==> src/cio_pkg.sv <==
// shared constants and types for the console keyboard i/o controller
package cio_pkg;

  // word geometry
  localparam int WORD_W = 16;
  localparam int KEY_W = 8;

  // clock and mechanical timing
  localparam int CLK_PERIOD_PS = 5000;
  localparam int TU_PERIOD_US = 300;
  localparam int STROBE_WIDTH_US = 10;
  // longest time: round down
  localparam int TU_PERIOD_CYC = (TU_PERIOD_US * 1000000) / CLK_PERIOD_PS;
  // least time: round up
  localparam int STROBE_WIDTH_CYC = (STROBE_WIDTH_US * 1000000 + CLK_PERIOD_PS - 1)
                                    / CLK_PERIOD_PS;
  localparam int TCNT_W = 16;
  typedef logic [TCNT_W-1:0] cio_tcnt_t;

  // control word bit positions (bits numbered 1..16)
  localparam int MECH_EN_LO = 12;
  localparam int MECH_EN_HI = 14;
  localparam int KBD_EN_BIT = 15;

  // status word bit positions
  localparam int ST_KBD_READY_BIT = 12;
  localparam int ST_OVERRUN_BIT = 14;

  // reset values
  localparam logic KBD_EN_RST = 1'b1;
  localparam logic [2:0] MECH_EN_RST = 3'h0;
  localparam logic [WORD_W:1] WORD_RST = 16'h0000;
  localparam logic [KEY_W-1:0] KEY_RST = 8'h00;

  // port address: low selects data, high selects instruction
  localparam logic ADDR_DATA = 1'b0;
  localparam logic ADDR_INSTR = 1'b1;

  // read source of the pending answer
  typedef enum logic [1:0] {
    CIO_RD_NONE = 2'b00,
    CIO_RD_STATUS = 2'b01,
    CIO_RD_DATA = 2'b10
  } cio_rdsrc_t;

endpackage

==> src/cio_kbd_if.sv <==
// keyboard buffer signals between controller and buffer
`timescale 1ns/1ps
interface cio_kbd_if;
  logic keyStrobe;
  logic [cio_pkg::KEY_W-1:0] keyCode;
  logic kbdEnableFlop;
  logic systemClear;
  logic dataReadN;
  logic shiftPulseOneN;
  logic shiftPulseTwoN;
  logic shiftPulseThreeN;
  logic stageOneFull;
  logic stageTwoFull;
  logic kbdOverrunN;
  logic [cio_pkg::KEY_W-1:0] stageTwoCode;
  logic [cio_pkg::KEY_W-1:0] stageThreeCode;

  modport ctrl (
    output keyStrobe, keyCode, kbdEnableFlop, systemClear, dataReadN,
    input shiftPulseOneN, shiftPulseTwoN, shiftPulseThreeN, stageOneFull,
    input stageTwoFull, kbdOverrunN, stageTwoCode, stageThreeCode
  );
  modport fifo (
    input keyStrobe, keyCode, kbdEnableFlop, systemClear, dataReadN,
    output shiftPulseOneN, shiftPulseTwoN, shiftPulseThreeN, stageOneFull,
    output stageTwoFull, kbdOverrunN, stageTwoCode, stageThreeCode
  );
endinterface

==> src/cio_kbd_fifo.sv <==
// three-stage keyboard character buffer with its shift control
`timescale 1ns/1ps
module cio_kbd_fifo (
  input wire logic clk_sys,
  input wire logic nrst,
  cio_kbd_if.fifo kb
);

  logic stageOneFull_r;
  logic stageTwoFull_r;
  logic [cio_pkg::KEY_W-1:0] stageOne_r;
  logic [cio_pkg::KEY_W-1:0] stageTwo_r;
  logic [cio_pkg::KEY_W-1:0] stageThree_r;
  logic stageOneShiftGate;
  logic shiftTwo;
  logic shiftThree;

  assign stageOneShiftGate = kb.keyStrobe & kb.kbdEnableFlop & ~stageOneFull_r;
  assign shiftTwo = stageOneFull_r & ~stageTwoFull_r;
  assign shiftThree = ~kb.dataReadN & stageTwoFull_r;

  assign kb.shiftPulseOneN = ~stageOneShiftGate;
  assign kb.shiftPulseTwoN = ~shiftTwo;
  assign kb.shiftPulseThreeN = ~shiftThree;
  // strobe while stage one still holds a character
  assign kb.kbdOverrunN = ~(kb.keyStrobe & kb.kbdEnableFlop & stageOneFull_r);
  assign kb.stageOneFull = stageOneFull_r;
  assign kb.stageTwoFull = stageTwoFull_r;
  assign kb.stageTwoCode = stageTwo_r;
  assign kb.stageThreeCode = stageThree_r;

  // occupancy flags
  always_ff @(posedge clk_sys or negedge nrst) begin
    if (!nrst) begin
      stageOneFull_r <= 1'b0;
      stageTwoFull_r <= 1'b0;
    end else if (kb.systemClear) begin
      stageOneFull_r <= 1'b0;
      stageTwoFull_r <= 1'b0;
    end else begin
      // first shift sets stage one, second shift clears it
      if (stageOneShiftGate) begin
        stageOneFull_r <= 1'b1;
      end else if (shiftTwo) begin
        stageOneFull_r <= 1'b0;
      end
      // set stage two, release after readout
      if (shiftTwo) begin
        stageTwoFull_r <= 1'b1;
      end else if (shiftThree) begin
        stageTwoFull_r <= 1'b0;
      end
    end
  end

  // character data path
  always_ff @(posedge clk_sys or negedge nrst) begin
    if (!nrst) begin
      stageOne_r <= cio_pkg::KEY_RST;
      stageTwo_r <= cio_pkg::KEY_RST;
      stageThree_r <= cio_pkg::KEY_RST;
    end else begin
      // capture key code on first shift
      if (stageOneShiftGate) begin
        stageOne_r <= kb.keyCode;
      end
      if (shiftTwo) begin
        stageTwo_r <= stageOne_r;
      end
      // third stage takes the character for readout
      if (shiftThree) begin
        stageThree_r <= stageTwo_r;
      end
    end
  end

endmodule

==> src/cio_ctrl.sv <==
// console keyboard i/o controller top: port decode, status, timing, keyboard
//
// Local design decisions: the address map and the address-and-strobe port.
`timescale 1ns/1ps

////////////////////////////////////////////////////////////////////////////////
// Functional notes
// - control word bits 12..15 enable mechanisms; data interrupt only once enabled
// - indicator data words accepted any time, no enable, no interrupt
// - instruction read returns the status word
// - address-status request returns status when this unit holds priority and its status interrupt is up
// - status bits 9..12 data conditions, bits 13..16 status conditions
// - timer pulse derived from shaft once every 300 us
// - transducer strobe 10 us wide every 300 us
// - timer input flop stays set while transducer output is high
// - control word bit 15 sets the keyboard enable flop
// - keyboard enabled automatically at power-up and after halt-and-clear
// - clear forces keyboard enable flop set
// - instruction write decoded from write select low and instruction select high
// - keyboard characters held in three-stage first-in first-out buffer
// - key press sets keyboard ready and data interrupt if enabled
// - clear resets stage one and stage two occupancy flops
// - qualified strobe with stage one empty makes first shift, sets stage one
// - key code captured into stage one on first shift
// - stage one full, stage two empty: advance, set two, clear one
// - data read with stage two full makes third shift
// - third shift places character on memory information lines
// - strobe with stage one full flags overrun, bit 14, status interrupt
module cio_ctrl #(
  parameter int TU_PERIOD_CYCLES = cio_pkg::TU_PERIOD_CYC
) (
  input wire logic clk_sys,
  input wire logic nrst,
  input wire logic systemClear,
  input wire logic portInstrSel,
  input wire logic portWrite,
  input wire logic portRead,
  input wire logic [cio_pkg::WORD_W:1] memInfoIn,
  output logic [cio_pkg::WORD_W:1] memInfoOut,
  input wire logic addressStatusRequest,
  input wire logic statusPriority,
  output logic [cio_pkg::WORD_W:1] statusWordBus,
  output logic statusWordValid,
  input wire logic keyStrobe,
  input wire logic [cio_pkg::KEY_W-1:0] keyCodeBit,
  input wire logic timerUnitInput,
  output logic transducerStrobe,
  output logic timerUnitPulse,
  output logic timerInputFf,
  output logic dataInterrupt,
  output logic statusInterrupt,
  output logic kbdEnable,
  output logic [2:0] mechEnable,
  output logic [cio_pkg::WORD_W:1] indicatorWord,
  output logic indicatorLoad
);

  //////////////////////////////////////////////////////////////////////////////
  // declarations

  cio_kbd_if kb ();

  logic portWriteSelN;
  logic portReadSelN;
  logic instrWriteDecode;
  logic instrWriteClockN;
  logic dataWrite;
  logic instrRead;
  logic dataReadN;
  logic clearN;

  logic kbdEnableFlop_r;
  logic [2:0] mechEnable_r;
  logic [cio_pkg::WORD_W:1] indicator_r;
  logic indicatorLoad_r;
  logic overrun_r;
  logic kbdReady;
  logic [cio_pkg::WORD_W:1] statusWord;

  cio_pkg::cio_rdsrc_t readSrc_r;
  logic [cio_pkg::WORD_W:1] memInfoOut_r;
  logic [cio_pkg::WORD_W:1] statusWordBus_r;
  logic statusWordValid_r;

  cio_pkg::cio_tcnt_t periodCnt_r;
  logic transducerStrobe_r;
  logic timerInputFf_r;
  logic timerUnitPulse_r;
  logic periodEnd;
  logic strobeEnd;

  //////////////////////////////////////////////////////////////////////////////
  // helper functions

  // place a key code into the low byte of a port word
  function automatic logic [cio_pkg::WORD_W:1] keyWord(
    input logic [cio_pkg::KEY_W-1:0] code
  );
    logic [cio_pkg::WORD_W:1] w;
    w = cio_pkg::WORD_RST;
    w[cio_pkg::KEY_W:1] = code;
    return w;
  endfunction

  // cycle count parameter cut to counter width
  function automatic cio_pkg::cio_tcnt_t tcnt(input int value);
    return cio_pkg::cio_tcnt_t'(value);
  endfunction

  //////////////////////////////////////////////////////////////////////////////
  // port decode

  // active-low selects made from the active-high port strobes
  assign portWriteSelN = ~portWrite;
  assign portReadSelN = ~portRead;
  assign clearN = ~systemClear;

  assign instrWriteDecode = ~portWriteSelN & (portInstrSel == cio_pkg::ADDR_INSTR);
  // load clock qualified by the system clock edge
  assign instrWriteClockN = ~instrWriteDecode;

  // data write carries an indicator word
  assign dataWrite = ~portWriteSelN & (portInstrSel == cio_pkg::ADDR_DATA);
  // read with instruction select returns status
  assign instrRead = ~portReadSelN & (portInstrSel == cio_pkg::ADDR_INSTR);
  // data read is a read without instruction select
  assign dataReadN = ~(~portReadSelN & (portInstrSel == cio_pkg::ADDR_DATA));

  //////////////////////////////////////////////////////////////////////////////
  // control word

  // keyboard enable flop
  always_ff @(posedge clk_sys or negedge nrst) begin
    if (!nrst) begin
      kbdEnableFlop_r <= cio_pkg::KBD_EN_RST;
    end else if (!clearN) begin
      kbdEnableFlop_r <= 1'b1;
    // control word bit 15 sets or drops the enable
    end else if (!instrWriteClockN) begin
      kbdEnableFlop_r <= memInfoIn[cio_pkg::KBD_EN_BIT];
    end
  end

  // enables for the other mechanisms
  always_ff @(posedge clk_sys or negedge nrst) begin
    if (!nrst) begin
      mechEnable_r <= cio_pkg::MECH_EN_RST;
    end else if (systemClear) begin
      mechEnable_r <= cio_pkg::MECH_EN_RST;
    // bits 12..14 latched from the control word
    end else if (!instrWriteClockN) begin
      mechEnable_r <= memInfoIn[cio_pkg::MECH_EN_HI:cio_pkg::MECH_EN_LO];
    end
  end

  assign kbdEnable = kbdEnableFlop_r;
  assign mechEnable = mechEnable_r;

  //////////////////////////////////////////////////////////////////////////////
  // indicator section

  // indicator word register
  always_ff @(posedge clk_sys or negedge nrst) begin
    if (!nrst) begin
      indicator_r <= cio_pkg::WORD_RST;
      indicatorLoad_r <= 1'b0;
    end else begin
      // any data write is taken, no enable needed
      indicatorLoad_r <= dataWrite;
      if (dataWrite) begin
        indicator_r <= memInfoIn;
      end
    end
  end

  assign indicatorWord = indicator_r;
  assign indicatorLoad = indicatorLoad_r;

  //////////////////////////////////////////////////////////////////////////////
  // keyboard buffer

  // connections to the buffer
  assign kb.keyStrobe = keyStrobe;
  assign kb.keyCode = keyCodeBit;
  assign kb.kbdEnableFlop = kbdEnableFlop_r;
  assign kb.systemClear = systemClear;
  assign kb.dataReadN = dataReadN;

  cio_kbd_fifo u_fifo (
    .clk_sys(clk_sys),
    .nrst(nrst),
    .kb(kb)
  );

  assign kbdReady = kb.stageOneFull | kb.stageTwoFull;

  // overrun flag, set wins over the clear by status read
  always_ff @(posedge clk_sys or negedge nrst) begin
    if (!nrst) begin
      overrun_r <= 1'b0;
    // strobe into a full first stage
    end else if (!kb.kbdOverrunN) begin
      overrun_r <= 1'b1;
    end else if (systemClear || instrRead) begin
      overrun_r <= 1'b0;
    end
  end

  //////////////////////////////////////////////////////////////////////////////
  // status word and interrupts

  // status word assembly
  always_comb begin
    statusWord = cio_pkg::WORD_RST;
    statusWord[cio_pkg::ST_KBD_READY_BIT] = kbdReady;
    statusWord[cio_pkg::ST_OVERRUN_BIT] = overrun_r;
  end

  // data interrupt held while a character is unread and the keyboard enable flop is set
  assign dataInterrupt = kbdReady & kbdEnableFlop_r;
  assign statusInterrupt = overrun_r;

  //////////////////////////////////////////////////////////////////////////////
  // read answers

  // which source answers the read just taken
  always_ff @(posedge clk_sys or negedge nrst) begin
    if (!nrst) begin
      readSrc_r <= cio_pkg::CIO_RD_NONE;
    end else if (instrRead) begin
      readSrc_r <= cio_pkg::CIO_RD_STATUS;
    end else if (!dataReadN) begin
      readSrc_r <= cio_pkg::CIO_RD_DATA;
    end else begin
      readSrc_r <= cio_pkg::CIO_RD_NONE;
    end
  end

  // memory information lines, valid only in the cycle after the read
  always_ff @(posedge clk_sys or negedge nrst) begin
    if (!nrst) begin
      memInfoOut_r <= cio_pkg::WORD_RST;
    end else if (instrRead) begin
      memInfoOut_r <= statusWord;
    // third shift places the character on the lines
    end else if (!kb.shiftPulseThreeN) begin
      memInfoOut_r <= keyWord(kb.stageTwoCode);
    end else begin
      memInfoOut_r <= cio_pkg::WORD_RST;
    end
  end

  assign memInfoOut = memInfoOut_r;

  // address and status request answer
  always_ff @(posedge clk_sys or negedge nrst) begin
    if (!nrst) begin
      statusWordBus_r <= cio_pkg::WORD_RST;
      statusWordValid_r <= 1'b0;
    // answer only when interrupting with top priority
    end else if (addressStatusRequest && statusPriority && statusInterrupt) begin
      statusWordBus_r <= statusWord;
      statusWordValid_r <= 1'b1;
    end else begin
      statusWordBus_r <= cio_pkg::WORD_RST;
      statusWordValid_r <= 1'b0;
    end
  end

  assign statusWordBus = statusWordBus_r;
  assign statusWordValid = statusWordValid_r;

  //////////////////////////////////////////////////////////////////////////////
  // mechanical timing

  // period end and strobe end markers
  assign periodEnd = (periodCnt_r == tcnt(TU_PERIOD_CYCLES - 1));
  assign strobeEnd = (periodCnt_r == tcnt(cio_pkg::STROBE_WIDTH_CYC - 1));

  // free-running period counter
  always_ff @(posedge clk_sys or negedge nrst) begin
    if (!nrst) begin
      periodCnt_r <= '0;
    end else if (periodEnd) begin
      periodCnt_r <= '0;
    end else begin
      periodCnt_r <= periodCnt_r + tcnt(1);
    end
  end

  // transducer strobe
  always_ff @(posedge clk_sys or negedge nrst) begin
    if (!nrst) begin
      transducerStrobe_r <= 1'b0;
    end else if (periodEnd) begin
      transducerStrobe_r <= 1'b1;
    end else if (strobeEnd) begin
      transducerStrobe_r <= 1'b0;
    end
  end

  // timer unit input flop
  always_ff @(posedge clk_sys or negedge nrst) begin
    if (!nrst) begin
      timerInputFf_r <= 1'b0;
    end else if (periodEnd) begin
      timerInputFf_r <= 1'b1;
    // stays set while the transducer reads high
    end else if (transducerStrobe_r && !timerUnitInput) begin
      timerInputFf_r <= 1'b0;
    end
  end

  // timer unit pulse
  always_ff @(posedge clk_sys or negedge nrst) begin
    if (!nrst) begin
      timerUnitPulse_r <= 1'b0;
    end else begin
      // one pulse per 300 us at strobe end when the flag was seen
      timerUnitPulse_r <= strobeEnd & timerInputFf_r & timerUnitInput;
    end
  end

  assign transducerStrobe = transducerStrobe_r;
  assign timerInputFf = timerInputFf_r;
  assign timerUnitPulse = timerUnitPulse_r;

endmodule

==> config.mk <==
export PLATFORM = sky130hd
export DESIGN_NAME = cio_ctrl
export DESIGN_NICKNAME = d
export VERILOG_FILES = /design/src/cio_pkg.sv /design/src/cio_kbd_if.sv /design/src/cio_kbd_fifo.sv /design/src/cio_ctrl.sv
export SDC_FILE = /design/constraint.sdc
export NUM_CORES = 1
export LEC_CHECK = 0
export ABC_AREA = 1
export BUFFER_PORTS_ARGS = -buffer_cell sky130_fd_sc_hd__buf_2
export CAP_MARGIN = 10
export CORE_UTILIZATION = 40
export CTS_CLUSTER_SIZE = 10
export DETAILED_ROUTE_END_ITERATION = 7
export SKIP_LAST_GASP = 1
export SYNTH_ARGS = -nofsm -noshare
export SYNTH_HDL_FRONTEND = slang
export SYNTH_SLANG_ARGS = --single-unit
==> constraint.sdc <==
create_clock -name clk_sys -period 1.7 [get_ports clk_sys]
set_clock_uncertainty 0.2 [all_clocks]
set_input_delay 0.255 -clock clk_sys [delete_from_list [all_inputs] [get_ports clk_sys]]
set_output_delay 0.255 -clock clk_sys [all_outputs]
set_load 0.005 [all_outputs]
### Yosys cells after proc, flatten, opt, wreduce, memory -nomap -nowiden

Cells that the tools add are included.

| storage, ports and cells | value |
|---|---|
| register bits after elaboration | 92 |
| word-level logic and storage cells | 67 |

| cells by class | value |
|---|---|
| reductions and logical operators | 11 |
| equal/unequal tests | 2 |
| muxes and demuxes | 21 |
| add/subtract/negate cells | 1 |
| bitwise logic cells | 16 |

Operator list:

| operator | number |
|---|---|
| 16-bit two-way mux | 2 |
| 16-bit by 1-bit adder with 16-bit output, second input constant | 1 |
| 16-bit by 11-bit equality test with 1-bit output, second input constant | 1 |
| 16-bit equality test, second input constant | 1 |
| 1-bit two-way mux | 15 |
| 14-bit two-way mux | 1 |
| 1-bit AND | 12 |
| 8-bit two-way mux | 1 |
| 2-bit nonzero test | 4 |
| 3-bit two-way mux | 2 |
| 3-bit nonzero test | 2 |
| 1-bit logical AND | 3 |
| 1-bit inverter | 3 |
| 1-bit zero test | 1 |
| 1-bit logical OR | 1 |
| 1-bit bitwise OR | 1 |

### Longest topological paths before layout

| depth | value |
|---|---|
| word-level depth | 6 |
| mapped depth | 8 |
| depth with buffers taken out | 8 |

### Modules after synthesis

Synthesis repeated with hierarchy kept, for this count alone.

| second synthesis, totals | value |
|---|---|
| cell total of the unflattened synthesis | 425 |
| area, all modules | 3578.4 um^2 |

Modules (own cells, without submodules):

| module | instances | sequential area each (um^2) | area each (um^2) | cells each |
|---|---|---|---|---|
| cio_ctrl | 1 | 1327.5 | 2513.7 | 309 |
| cio_kbd_fifo | 1 | 650.6 | 1064.8 | 116 |

### Least setup slack after synthesis

Ideal clock, no wire load.

| timing path | value |
|---|---|
| path kind | register to register |
| from | register periodCnt_r[0] |
| to | register periodCnt_r[5] |
| stages on the path, launching flop included | 7 |
| slack | 0.256 ns |
| buffers on the path | 0 |
| arrival time | 1.121 ns |
| data required time | 1.376 ns |
| clock period less this slack | 1.444 ns |
| cells stage by stage | dfrtp_1 ha_1 nand2_1 nor2_2 nand2_1 nor2_2 nor3_1 |

| between the ends | value |
|---|---|
| word-level cells in the longest chain between the ends | 2 |
| elaborated cells on any way between the ends | 3 |
| those cells by class | add/sub: 1; eq/ne: 1; mux: 1 |

Ends and longest elaborated chain:

| item | line | source |
|---|---|---|
| start, declared | cio_ctrl.sv:85 | `cio_pkg::cio_tcnt_t periodCnt_r;` |
| start signal, assigned | cio_ctrl.sv:287 | `periodCnt_r <= periodCnt_r + tcnt(1);` |
| 16-bit by 1-bit adder with 16-bit output or 16-bit equality test (tied branches) | cio_ctrl.sv:287, cio_ctrl.sv:277 |  |
| 16-bit two-way mux * | cio_ctrl.sv:284 | `end else if (periodEnd) begin` |

Every way passes the cells marked *; elsewhere a longest branch is shown, timed or not.
A chain may end at the register's enable or synchronous reset.

### Worst setup path in the final report

| timing path | value |
|---|---|
| from | input port statusPriority |
| to | register statusWordBus_r, in the netlist statusWordBus[12] |

| between the ends | value |
|---|---|
| word-level cells in the longest chain between the ends | 3 |

Ends and longest elaborated chain:

| item | line | source |
|---|---|---|
| start, declared | cio_ctrl.sv:41 | `input wire logic statusPriority,` |
| 1-bit logical AND (2 in a row) | cio_ctrl.sv:261 | `end else if (addressStatusRequest && statusPriority && statusInterrupt) begin` |
| 14-bit two-way mux | cio_ctrl.sv:261 |  |
| end signal, assigned | cio_ctrl.sv:258 | `statusWordBus_r <= cio_pkg::WORD_RST;` |
| end signal, assigned | cio_ctrl.sv:262 | `statusWordBus_r <= statusWord;` |
| end signal, assigned | cio_ctrl.sv:265 | `statusWordBus_r <= cio_pkg::WORD_RST;` |
| end, declared | cio_ctrl.sv:82 | `logic [cio_pkg::WORD_W:1] statusWordBus_r;` |

No other way between the ends.

==> results.md <==
- Crit path DAT: 1.75 ns
- Total number of vias: approximately 2,500
- Status: completed
- # nets final: 493
- Share of layout cells above drive strength 1: 25.32%
- Die extent in y: 90.45 um
- Synth Flop Type: dfrtp_1
- Antenna viol nets, final: 0
- Post-synth EDFFs: 0
- Hold WC Path Type: in -> reg
- Post-synth cell types: 30
- PwrDens: 939.4 mW/mm^2
- Sequential share of power: 50.1%
- Hold path start: systemClear
- Peak supply drop: between 0.0005 and 0.0006 V
- Synthesized cell area: about 0.0031 mm^2
- First-pass GRT wire length: 11.19 mm
- Synth Area per Inst: 9.044 um^2
- DRT iter0 DRCs: between 100 and 150
- Most frequent cell after synthesis: nand2_1
- DP HPWL: 4.319 mm
- Area contributors post-synth: dfrtp_1 56%, nand2_1 10%, nor2_1 6.0%, buf_4 5.0%, inv_1 4.6%
- Max-cap viol count: 0
- Ys async rst share: 100.0%
- Max FO, Critical Path: 2
- Total gr overflow: 0
- Final period util: a little over nine tenths
- Worst-path cell chain: dlygate4sd3_1 > buf_2 > inv_1 > nor4_2 > dlygate4sd3_1
- Critical R2R Capture: statusWordBus[12]
- Gate power share: approximately 13%
- Total Power: 3.835 mW
- Final-report hold violation count: 0
- Clk sink count: 71
- Hold-critical path depth: 4
- CTS buffer count: 9
- Area grow syn2layout: 30.47%
- Min Tclk post-route: 1.676 ns
- Clock Latency Late Sink: 0.34 ns
- Reg2Reg Launch Point: u_fifo.kb.stageTwoFull
- Synth area leader: dfrtp_1
- Die X: 90.45 um
- CTS Buffer Depth: 2
- DRC viols: 0
- Clock network power share: a little under two fifths
- Root Driver: clkbuf_8
- GRT Util Overall: 17.24%
- Crit path kind: in -> reg
- Avg Vias per Cell: 4.422
- Setup TNS Final: 0 ns
- Non-Filler Instances: 561
- Commonest cells in the netlist: 85 x nand2_1, 70 x dfrtp_1, 50 x nor2_1
- P_sw: 0.9303 mW
- Lkg Pwr: 2.198 nW
- Final GP Congestion: 0.7901
- CP dominant cell by count: dlygate4sd3_1
- WP data required: 1.78 ns
- Cells after Synth: approximately 350
- RSZ-0062 raised after global routing: yes
- Critical Path Max Stage Delay: ~0.58 ns
- Seq/Total Area, Yosys: ~57%
- Drt total wl: 6.332 mm
- Critical Path Sink Type: flip-flop
- Number of global-route vias before repair: 2,487
- Synth warn: 0
- P_int: 2.905 mW
- # IOs: 93
- Worst reg-to-reg setup slack: 0.08 ns
- Slowest CP cell: dlygate4sd3_1
- Cells after DPL: 513
- R2R depth: 4
- Initial core utilization: 42.24%
- Hold path endpoint: mechEnable[1]
- Pin count of the biggest net entering global routing: 72
- Tightest Pin Transition: approximately 0.62 ns
- Post-layout util: 55.11%
- Clock slew at reported path FFs: 0.07 ns
- # rows: 31
- Fillcell total: 685
- WL/cell: 11.29 um
- Fmax: 596.8 MHz
- Top cell type's share of synthesized area: a little under three fifths
- Initial antenna violation count: 0
- Pins Over Slew Limit: 0
- PortBufs: between 70 and 80
- CTS tree: yes
- Flops & latches, synth: 71
- Worst relative slew slack: 58.82%
- Die area: 0.008181 mm^2
- Final setup fails: 0
- Core ar.: 0.007408 mm^2
- CP Launch Type: input pin
- H-Tree Level Count: 3
- Ant. Diodes: 0
- Sw Ratio: 24.26%
- Pre-antenna DRT Iters: 4
[routing by layer]
layer / vias to the layer above / track usage (%) / wire length (um) / share of wire, %
met5: - / 0 / 0 / 0
met4: 0 / 7.392 / 80 / 1.3
met3: 11 / 4.209 / 307 / 4.8
met2: 63 / 28.44 / 3111 / 49
met1: 1159 / 21.57 / 2832 / 45
li1: 1248 / - / - / -
[timing repair]
action | 4_1_cts | 5_1_grt
hold buffers | 32 | 0
gates resized for setup | 0 | 3
buffers inserted | 0 | 1
endpoints found under the hold margin | 106 | 0
setup endpoints to repair | 0 | 8
[metrics by stage]
| step | worst slack (ns) | hold WS (ns) | area (um^2) |
|---|---|---|---|
| 2_1_floorplan | 0.2557 | -0.2406 | 3201 |
| 3_3_place_gp | 0.1578 | 0.1004 | 3525 |
| 3_5_place_dp | 0.1285 | 0.1174 | 3525 |
| 4_1_cts | 0.05518 | 0.02706 | 4055 |
| 5_1_grt | -0.03974 | 0.04918 | 4083 |
| 6_report | 0.02441 | 0.05231 | 4083 |
[layout make-up]
type                    count  area, um^2  area share (%)
clock buffers               9       123.9           3.034
well taps                  99       123.9           3.034
clock inverters             6       86.33           2.115
inverters                  40       150.1           3.678
multi-input cells         228        1097           26.88
repair buffers            108       723.2           17.71
flip-flops and latches     71        1778           43.55
[power by group through the flow]
stage / Sequential (mW) / Clock (mW) / Combinational (mW)
after floorplan: 1.95 / 0 / 0.270
after detailed placement: 1.95 / 0 / 0.431
final: 1.92 / 1.43 / 0.485
after global placement: 1.95 / 0 / 0.423
after global routing: 1.94 / 1.54 / 0.555
after CTS: 1.92 / 1.48 / 0.486
[critical path, delay by kind of cell]
kind                   cells  cell delay [ns]
buffers and inverters      4             1.25
AND/OR/NAND/NOR            1             0.26
[layout by cell type (no fill, tap or decap)]
cell type      count
nor2b_1            1
buf_2             72
mux2_2             8
or2_1              1
dlygate4sd3_1     32
o21bai_1           1
nor2_2             5
a21oi_2            3
nor3_1             7
nand2_2            2
xor2_1             5
o21ai_1            2
nand4_4            1
a31oi_1            1
bufinv_16          2
buf_4              3
clkbuf_8           9
nor2_4             1
clkinv_2           2
and2_1             1
nor2_1            50
ha_1               1
nand3_2            2
a21oi_1            7
nand2_1           85
inv_1             38
o21ai_0            8
buf_12             1
clkinv_4           1
inv_2              2
clkinvlp_4         1
nor4_2             1
dfstp_2            1
conb_1            20
nand4_1            5
nand3_1           10
dfrtp_1           70
[how the worst max path moves through the flow]
stage          slack, ns           endpoint  cells past startpoint            from
3_5_place_dp        0.13     periodCnt_r[5]                      6  periodCnt_r[0]
4_1_cts             0.06      dataInterrupt                      3       kbdEnable
2_1_floorplan       0.26     periodCnt_r[5]                      6  periodCnt_r[0]
3_3_place_gp        0.16     periodCnt_r[6]                      6  periodCnt_r[0]
6_report            0.02  statusWordBus[12]                      5  statusPriority
5_1_grt            -0.04  statusWordBus[12]                      5  statusPriority
[kinds of logic (layout without fill, tap and decap cells)]
kind of cell / after synthesis / after routing / share of synthesized area, %
flip-flops: 71 / 71 / 56.82
multiplexers: 8 / 8 / 2.879
AND/OR/NAND/NOR: 172 / 172 / 23.35
buffers and inverters: 66 / 163 / 11.04
adder cells (fa/ha/maj): 1 / 1 / 0.3998
AO/OA/AOI/OAI: 22 / 22 / 3.999
XOR/XNOR: 5 / 5 / 1.399
other: 1 / 20 / 0.1198
[sequential cells by signal (all words and copies together) (netlist names)]
name / flops
memInfoOut: 10
indicatorWord: 16
timerUnitPulse: 1
u_fifo.stageOne_r: 8
kbdEnable: 1
timerInputFf: 1
u_fifo.kb.stageTwoCode: 8
statusWordBus: 2
indicatorLoad: 1
statusInterrupt: 1
periodCnt_r: 16
mechEnable: 3
u_fifo.kb.stageOneFull: 1
transducerStrobe: 1
u_fifo.kb.stageTwoFull: 1
No activity file was read; power rests on OpenSTA's default activity.
